==> src/include/pfrs_defs.vh <==
// Constants for the power-fail reset sequencer.
// Assumes one 25 MHz system clock; ring and crystal ticks arrive as enables.
// What this block does
// - Monitor interval: continuous, 2^11, 2^12, 2^13 ring clocks
// - Periodic episode enables comparator three ring cycles
// - Above reset level third ring cycle of window: warmup, restart 8000h
// - Pin/watchdog reset: keep all on, release under 20
// - Power-fail: reset CPU, regulator crystal off, retain
// - Qualified warning level sets flag, CPU keeps running
// - Stop mode warning: power up, warmup, wake CPU
// - Stop mode: monitor on, regulator crystal off, retain
// - Below power-on level: everything off, held reset
// - Power-up: regulator crystal on, reset through warmup
// - Reset and warning level dips shorter than qualify window are ignored
`ifndef PFRS_DEFS_VH
`define PFRS_DEFS_VH

`define PFRS_INTV_CONT     2'h0
`define PFRS_INTV_2P11     2'h1
`define PFRS_INTV_2P12     2'h2
`define PFRS_INTV_2P13     2'h3
`define PFRS_PER_2P11      14'h0800
`define PFRS_PER_2P12      14'h1000
`define PFRS_PER_2P13      14'h2000
`define PFRS_DETECT_CYC    2'h2
`define PFRS_RESTART_ADDR  16'h8000
`define PFRS_EXT_REL_CYC   5'h13
`define PFRS_WARMUP_CYC    16'h1000
`define PFRS_QUAL_CYC      8'h10

`endif

==> src/verilog/pfrs_qualify.v <==
// Filter that asserts its output once its input has held for a count of ticks.
// Input must already be synchronised to clk.
`timescale 1ns/1ns
module pfrs_qualify #(
    parameter W = 8
) (
    // Clock and reset
    input  wire         clk,
    input  wire         arst_n,
    // Sample
    input  wire         tick,
    input  wire [W-1:0] limit,
    input  wire         level,
    // Result
    output reg          qualified
);
    reg [W-1:0] count_reg;

    always @(posedge clk or negedge arst_n) begin
        if (!arst_n) begin
            count_reg <= {W{1'b0}};
            qualified <= 1'b0;
        end else if (!level) begin
            // A short dip never reaches the limit and leaves no trace
            count_reg <= {W{1'b0}};
            qualified <= 1'b0;
        end else if (tick && !qualified) begin
            if (count_reg + 1'b1 >= limit)
                qualified <= 1'b1;
            count_reg <= count_reg + 1'b1;
        end
    end
endmodule

==> src/verilog/pfrs_sequencer.v <==
// Power-fail reset sequencer: supply state machine, periodic monitor,
// warning flag and CPU reset release.
// Comparator outputs, reset pin and watchdog are asynchronous and are
// synchronised here; ring and crystal ticks are one-cycle enables on clk.
`timescale 1ns/1ns
`include "pfrs_defs.vh"
module pfrs_sequencer #(
    parameter WARMUP_CYC = `PFRS_WARMUP_CYC,
    parameter QUAL_CYC   = `PFRS_QUAL_CYC
) (
    // Clock and reset
    input  wire        clk,
    input  wire        arst_n,
    // Timebase enables
    input  wire        ring_tick,
    input  wire        xtal_tick,
    // Comparators, high when supply is above the level
    input  wire        above_power_on_threshold,
    input  wire        above_reset_threshold,
    input  wire        above_warning_threshold,
    // Reset sources and CPU state
    input  wire        ext_reset_n,
    input  wire        wdt_reset,
    input  wire        cpu_stop_mode,
    // Software control
    input  wire [1:0]  monitor_interval,
    input  wire        warning_irq_enable,
    input  wire        supply_warning_clear,
    // Outputs
    output reg         cpu_reset,
    output reg         regulator_enable,
    output reg         crystal_enable,
    output reg         sram_retain,
    output reg         monitor_enable,
    output reg         stop_wakeup,
    output reg  [15:0] restart_addr,
    output reg         supply_warning_flag,
    output wire        warning_irq
);
    localparam S_OFF    = 6'h01;
    localparam S_WARMUP = 6'h02;
    localparam S_RUN    = 6'h04;
    localparam S_FAIL   = 6'h08;
    localparam S_STOP   = 6'h10;
    localparam S_WAKE   = 6'h20;

    reg [4:0] s1_reg;
    reg [4:0] s2_reg;
    wire por_ok  = s2_reg[0];
    wire rst_ok  = s2_reg[1];
    wire warn_ok = s2_reg[2];
    wire ext_rst = ~s2_reg[3] | s2_reg[4];

    always @(posedge clk or negedge arst_n) begin
        if (!arst_n) begin
            s1_reg <= 5'h08;
            s2_reg <= 5'h08;
        end else begin
            s1_reg <= {wdt_reset, ext_reset_n, above_warning_threshold,
                       above_reset_threshold, above_power_on_threshold};
            s2_reg <= s1_reg;
        end
    end

    // Qualified low-supply conditions; shorter dips never qualify
    wire fail_q;
    wire warn_q;
    pfrs_qualify #(.W(8)) u_fail_q (
        .clk       (clk),
        .arst_n    (arst_n),
        .tick      (ring_tick),
        .limit     (QUAL_CYC[7:0]),
        .level     (por_ok & ~rst_ok),
        .qualified (fail_q)
    );
    pfrs_qualify #(.W(8)) u_warn_q (
        .clk       (clk),
        .arst_n    (arst_n),
        .tick      (ring_tick),
        .limit     (QUAL_CYC[7:0]),
        .level     (rst_ok & ~warn_ok),
        .qualified (warn_q)
    );

    reg  [5:0]  state_reg;
    reg  [5:0]  state_next;
    reg  [15:0] warm_reg;
    reg  [13:0] per_reg;
    reg  [1:0]  above_reg;
    reg  [4:0]  ext_reg;
    reg         ext_hold_reg;
    wire        warm_done = (warm_reg >= WARMUP_CYC[15:0]);
    reg  [13:0] period;

    always @* begin
        case (monitor_interval)
            `PFRS_INTV_2P11: period = `PFRS_PER_2P11;
            `PFRS_INTV_2P12: period = `PFRS_PER_2P12;
            `PFRS_INTV_2P13: period = `PFRS_PER_2P13;
            default:         period = 14'h0000;
        endcase
    end

    // Sampling window: comparator on for the detect cycles, then one more
    wire cont      = (monitor_interval == `PFRS_INTV_CONT);
    wire in_window = cont || (per_reg < {12'h000, `PFRS_DETECT_CYC} + 14'h0001);
    wire recovered = (above_reg == 2'h3);

    always @* begin
        state_next = state_reg;
        case (state_reg)
            S_OFF:
                if (por_ok) state_next = S_WARMUP;
            S_WARMUP:
                if (!por_ok) state_next = S_OFF;
                else if (warm_done && rst_ok) state_next = S_RUN;
            S_RUN:
                if (!por_ok) state_next = S_OFF;
                else if (fail_q) state_next = S_FAIL;
                else if (cpu_stop_mode) state_next = S_STOP;
            S_FAIL:
                if (!por_ok) state_next = S_OFF;
                else if (recovered) state_next = S_WARMUP;
            S_STOP:
                if (!por_ok) state_next = S_OFF;
                else if (fail_q) state_next = S_FAIL;
                else if (warn_q) state_next = S_WAKE;
                else if (!cpu_stop_mode) state_next = S_RUN;
            S_WAKE:
                if (!por_ok) state_next = S_OFF;
                else if (fail_q) state_next = S_FAIL;
                // Wait for the CPU to leave stop, or RUN would fall straight back into STOP
                else if (warm_done && !cpu_stop_mode) state_next = S_RUN;
            default:
                state_next = S_OFF;
        endcase
    end

    always @(posedge clk or negedge arst_n) begin
        if (!arst_n) begin
            state_reg    <= S_OFF;
            warm_reg     <= 16'h0000;
            per_reg      <= 14'h0000;
            above_reg    <= 2'h0;
            ext_reg      <= 5'h00;
            ext_hold_reg <= 1'b0;
        end else begin
            state_reg <= state_next;
            // Crystal warmup counter runs only while the crystal is on
            if (state_next != state_reg)
                warm_reg <= 16'h0000;
            else if (xtal_tick && !warm_done)
                warm_reg <= warm_reg + 16'h0001;
            // Wraps on a ring tick so one interval is exactly period ticks
            if (state_reg != S_FAIL || cont)
                per_reg <= 14'h0000;
            else if (ring_tick)
                per_reg <= (per_reg + 14'h0001 >= period) ? 14'h0000 : per_reg + 14'h0001;
            // Count consecutive good ring samples inside the window
            if (state_reg != S_FAIL || !rst_ok || !in_window)
                above_reg <= 2'h0;
            else if (ring_tick && above_reg != 2'h3)
                above_reg <= above_reg + 2'h1;
            if (ext_rst) begin
                ext_hold_reg <= 1'b1;
                ext_reg      <= 5'h00;
            end else if (ext_hold_reg && xtal_tick) begin
                if (ext_reg + 5'h01 >= `PFRS_EXT_REL_CYC)
                    ext_hold_reg <= 1'b0;
                ext_reg <= ext_reg + 5'h01;
            end
        end
    end

    always @(posedge clk or negedge arst_n) begin
        if (!arst_n) begin
            cpu_reset        <= 1'b1;
            regulator_enable <= 1'b0;
            crystal_enable   <= 1'b0;
            sram_retain      <= 1'b0;
            monitor_enable   <= 1'b0;
            stop_wakeup      <= 1'b0;
            restart_addr     <= 16'h0000;
        end else begin
            // Pin and watchdog resets leave the supplies untouched
            // A CPU woken from stop keeps its state, so WAKE does not reset it
            cpu_reset        <= (state_reg != S_RUN && state_reg != S_STOP &&
                                 state_reg != S_WAKE) || ext_hold_reg;
            regulator_enable <= (state_reg == S_WARMUP) || (state_reg == S_RUN) ||
                                (state_reg == S_WAKE);
            crystal_enable   <= (state_reg == S_WARMUP) || (state_reg == S_RUN) ||
                                (state_reg == S_WAKE);
            sram_retain      <= (state_reg == S_FAIL) || (state_reg == S_STOP) ||
                                (state_reg == S_WAKE);
            monitor_enable   <= (state_reg == S_FAIL) ? in_window :
                                (state_reg != S_OFF);
            stop_wakeup      <= (state_reg == S_WAKE) && warm_done;
            if (state_reg == S_FAIL)
                restart_addr <= `PFRS_RESTART_ADDR;
        end
    end

    // Sticky warning flag; a new event beats a clear in the same cycle
    always @(posedge clk or negedge arst_n) begin
        if (!arst_n)
            supply_warning_flag <= 1'b0;
        else if (warn_q && (state_reg == S_RUN || state_reg == S_STOP))
            supply_warning_flag <= 1'b1;
        else if (supply_warning_clear)
            supply_warning_flag <= 1'b0;
    end

    assign warning_irq = supply_warning_flag & warning_irq_enable;
endmodule

==> config.mk <==
export PLATFORM = sky130hd
export DESIGN_NAME = pfrs_sequencer
export DESIGN_NICKNAME = d
export VERILOG_FILES = /design/src/verilog/pfrs_qualify.v /design/src/verilog/pfrs_sequencer.v
export VERILOG_INCLUDE_DIRS = /design/src /design/src/include
export SDC_FILE = /design/constraint.sdc
export NUM_CORES = 1
export LEC_CHECK = 0
export BUFFER_PORTS_ARGS = -buffer_cell sky130_fd_sc_hd__buf_4
export CAP_MARGIN = 20
export CELL_PAD_IN_SITES_DETAIL_PLACEMENT = 1
export CELL_PAD_IN_SITES_GLOBAL_PLACEMENT = 2
export CORE_MARGIN = 2
export CORE_UTILIZATION = 35
export CTS_CLUSTER_DIAMETER = 80
export DETAILED_ROUTE_END_ITERATION = 8
export GPL_TIMING_DRIVEN = 0
export PLACE_DENSITY_LB_ADDON = 0.2
export SYNTH_ARGS = -nofsm -noshare
export SYNTH_HDL_FRONTEND = slang
export SYNTH_SLANG_ARGS = --single-unit
export TNS_END_PERCENT = 10
==> constraint.sdc <==
create_clock -name clk -period 3.5 [get_ports clk]
set_input_delay 0.525 -clock clk [delete_from_list [all_inputs] [get_ports clk]]
set_output_delay 0.525 -clock clk [all_outputs]
set_load 0.01 [all_outputs]
==> implementation parameters <==
Parameter                              Value

Status
  Result of the run ... finished clean

Critical path
  Crit path required time ... 3.73 ns
  Cell seen most often among critical-path stages ... sky130_fd_sc_hd__nand3_1
  Type of the worst setup path ... reg2reg
  Kind of start point of the critical path ... flip-flop
  Cell count of the worst reg-to-reg path ... 13
  Cell type of the slowest stage on the worst timing path ... sky130_fd_sc_hd__dfrtp_2
  Crit path buffers/inverters ... 1
  FF-to-FF Start ... per_reg[0]
  Crit-path leading delay family ... compound AO/OA/AOI/OAI gates
  Critical path data arrival time ... 3.46 ns
  Critical path, cell by cell ... ha_4 -> nand3_4 -> nor2_4 -> nand3_1 -> nor2_1 -> xor2_1 -> ha_1 -> nand3_1 -> a211o_1 -> a2111oi_2 -> o211ai_1 -> clkbuf_4 -> a32o_1
  Critical Path Fanout Max ... 10
  Flop2flop setup slack ... 0.27 ns
  Reg-to-Reg End ... per_reg[12]
  Critical path capture point type ... flip-flop
  Slowest stage delay, CP ... 0.45 ns

Layout
  Leading cell type in the layout, fill and taps excluded ... sky130_fd_sc_hd__dfrtp_1
  Most frequent cells in the layout ... 73 x sky130_fd_sc_hd__dfrtp_1, 50 x sky130_fd_sc_hd__nor2_1, 38 x sky130_fd_sc_hd__buf_4
  Final Net Count ... 555
  Fillers ... 1459
  Signed area change from the synthesized netlist to the final layout ... 18.0%
  Antenna diode count ... 0
  Fraction of final layout cells sized beyond drive strength 1 ... 17.6%
  Number of flip-flops under the largest register name ... 16
  Final design area excluding fillers ... 0.00537 mm2
  Final core area utilization ... 42.4%

Route
  Number of vias per cell ... 5.10
  First DRT Iteration DRCs ... 180
  Number of DRC violations after detailed routing ... 0
  Post-detailed-routing wire length ... 10800 um
  Detail Route Antenna Nets ... 0
  WL/cell ... 15.3 um
  Detailed-route via count ... 3606
  Initial DRT Pass Iterations ... 4

Timing
  Max Transition Viols Final ... 0
  Max Clock Freq ... 0.309 GHz
  Number of failing setup endpoints in the final timing report ... 0
  Tightest Pin Transition ... 0.650 ns
  Final cycle utilization of the critical path ... 92.3%
  Fin. Hold Viols ... 0
  Fin worst setup slack ... 0.269 ns
  Min cycle time layout ... 3.23 ns
  Worst setup skew after layout ... 0.00623 ns
  Setup repair after global routing missed its margin ... no
  Minimum hold slack ... 0.0833 ns
  Max-slew headroom at the worst pin ... 56.3%

Logic synthesis
  Sequential fraction of the synthesis area ... 43.6%
  Count of yosys warnings during synthesis ... 0
  Fraction of the mapped netlist area in adder cells ... 3.02%
  Area fraction in compound gates after synthesis ... 11.4%
  Count of distinct cell types in the synthesized netlist ... 67
  Post-synthesis register bit count ... 79
  Synthesized cell area ... 0.00455 mm2
  Average cell area after synthesis ... 9.40 um2
  Most instantiated flip-flop cell in the synthesis netlist ... sky130_fd_sc_hd__dfrtp_1
  Synthesized-area fraction occupied by xor and xnor cells ... 7.12%
  Fraction of registers with async set or reset after synthesis ... 100%
  Dominant combinational cell family by area after synthesis ... simple AND/OR/NAND/NOR gates
  Multiplexer fraction of the synthesized cell area ... 2.20%
  Count of flip-flops with a built-in enable after synthesis ... 0
  Cells after synthesis ... 484
  Post-Synth Simple-Gate Area ... 25.7%

Power
  Peak supply drop ... 0.150 mV
  Power Density ... 402 mW/mm2
  Post-layout power ... 2.16 mW
  P_leak ... 2.28 nW

Global route
  Pin count of the biggest net entering global routing ... 80
  Antenna violations before repair ... 0
  Leftover overflow at the end of global routing ... 0
  First-pass GRT wire length ... 18900 um
  Via count of the first global-routing pass ... 3737
  Total global routing track utilization ... 16.8%

Run
  Number of maximum-capacitance violations ... 0

Floorplanning
  Area of the core ... 0.0127 mm2
  Die area ... 0.0139 mm2
  Overall die height ... 118 um
  Effective utilization at floorplan ... 35.9%
  Std-Cell Rows ... 41
  Ports placed on the boundary ... 38
  Chip width ... 118 um

Clock network
  Clock Root Buffer ... sky130_fd_sc_hd__clkbuf_16
  Later-pin clock latency in the skew report ... 0.34 ns
  Maximum clock path buffer count ... 2
  Number of buffers added by the clock tree synthesis step ... 9
  Clk sinks ... 79
  TritonCTS clock tree ... built
  Clock-pin slew on the worst setup and hold paths ... 0.06 ns
  Maximum level of the CTS H-tree ... 3

Min path
  Type of the tightest min-delay check ... in2async

Place
  Number of buffers inserted by port buffering ... 21
  Final Wtd Congestion ... 0.776
  Placed inst area ... 0.00498 mm2
  Post-detail-place hpwl ... 7600 um
  Setup Slack @ Placement ... -0.512 ns
==> timing repair <==
item | in CTS | in global routing
hold buffers | 0 | 0
setup endpoints to repair | 14 | 14
setup buffers | 1 | 0
resized for setup | 9 | 6
pin swaps | 1 | 1
==> synthesized netlist by cell type, types with 5 or more instances <==
cell	n	area share, %
sky130_fd_sc_hd__inv_1	14	1.2
sky130_fd_sc_hd__o21ai_0	20	2.2
sky130_fd_sc_hd__a21oi_1	12	1.3
sky130_fd_sc_hd__nand3_1	19	2.1
sky130_fd_sc_hd__dfrtp_1	75	41
sky130_fd_sc_hd__and3_1	6	0.82
sky130_fd_sc_hd__clkbuf_1	14	1.2
sky130_fd_sc_hd__nor4_1	6	0.82
sky130_fd_sc_hd__xnor2_1	15	2.9
sky130_fd_sc_hd__nor2_4	7	1.7
sky130_fd_sc_hd__or3_1	5	0.69
sky130_fd_sc_hd__xor2_1	22	4.2
sky130_fd_sc_hd__nand2_1	37	3.1
sky130_fd_sc_hd__nor3_1	17	1.9
sky130_fd_sc_hd__buf_2	7	0.77
sky130_fd_sc_hd__nand4_1	17	2.3
sky130_fd_sc_hd__nand2b_1	8	1.1
sky130_fd_sc_hd__nor2b_1	11	1.5
sky130_fd_sc_hd__a31oi_1	11	1.5
sky130_fd_sc_hd__ha_1	11	3.0
sky130_fd_sc_hd__nor2_1	51	4.2
sky130_fd_sc_hd__o211ai_1	5	0.82
sky130_fd_sc_hd__mux2i_1	10	2.2
sky130_fd_sc_hd__buf_4	16	2.6
==> metrics by stage <==
step	TNS [ns]	std cells
3_3_place_gp	-5.58	691
4_1_cts	0	707
6_report	0	707
5_1_grt	0	707
2_1_floorplan	0	498
3_5_place_dp	-6.52	691
==> logic make-up after synthesis <==
| family | after synthesis |
|---|---|
| adder cells (fa/ha/maj) | 11 |
| buffers and inverters | 57 |
| AND/OR/NAND/NOR | 212 |
| multiplexers | 10 |
| other | 1 |
| flip-flops | 79 |
| XOR/XNOR | 37 |
| AO/OA/AOI/OAI | 77 |
==> cell type report <==
class / instances / area, um2 / area share [%]
timing repair buffer: 23 / 193 / 3.59
clock buffer: 12 / 236 / 4.40
sequential: 79 / 1980 / 36.9
tap: 172 / 215 / 4.01
clock inverter: 4 / 70.1 / 1.30
inverter: 14 / 52.6 / 0.978
buffer: 41 / 260 / 4.85
multi-input combinational: 362 / 2360 / 43.9
==> where the power goes <==
group	internal (mW)	switching [mW]
logic	0.0899	0.123
clock network	0.623	0.375
registers	0.933	0.0167
total	1.65	0.515
==> metal layers <==
layer,up-vias,track usage [%],wire length [um]
met2,45,27.0,5190
met4,0,7.00,198
met3,10,2.57,279
met5,-,0,0
li1,1771,-,-
met1,1780,22.6,5130
==> worst max path at each step <==
| stage | startpoint | end | depth (start not counted) |
|---|---|---|---|
| floorplan | per_reg[0] | per_reg[1] | 13 |
| global placement | per_reg[0] | per_reg[10] | 14 |
| detailed placement | per_reg[0] | per_reg[0] | 13 |
| CTS | per_reg[1] | per_reg[6] | 14 |
| global route | per_reg[0] | per_reg[1] | 13 |
| finish | per_reg[0] | per_reg[12] | 13 |
==> worst reg2reg max path, stage by stage, from the launching register on <==
cell and delay [ns]:
sky130_fd_sc_hd__dfrtp_2 0.45, sky130_fd_sc_hd__ha_4 0.21, sky130_fd_sc_hd__nand3_4 0.14, sky130_fd_sc_hd__nor2_4 0.17
sky130_fd_sc_hd__nand3_1 0.14, sky130_fd_sc_hd__nor2_1 0.17, sky130_fd_sc_hd__xor2_1 0.26, sky130_fd_sc_hd__ha_1 0.18
sky130_fd_sc_hd__nand3_1 0.08, sky130_fd_sc_hd__a211o_1 0.27, sky130_fd_sc_hd__a2111oi_2 0.36, sky130_fd_sc_hd__o211ai_1 0.20
sky130_fd_sc_hd__clkbuf_4 0.24, sky130_fd_sc_hd__a32o_1 0.27
No activity file was read; power rests on OpenSTA's default activity.
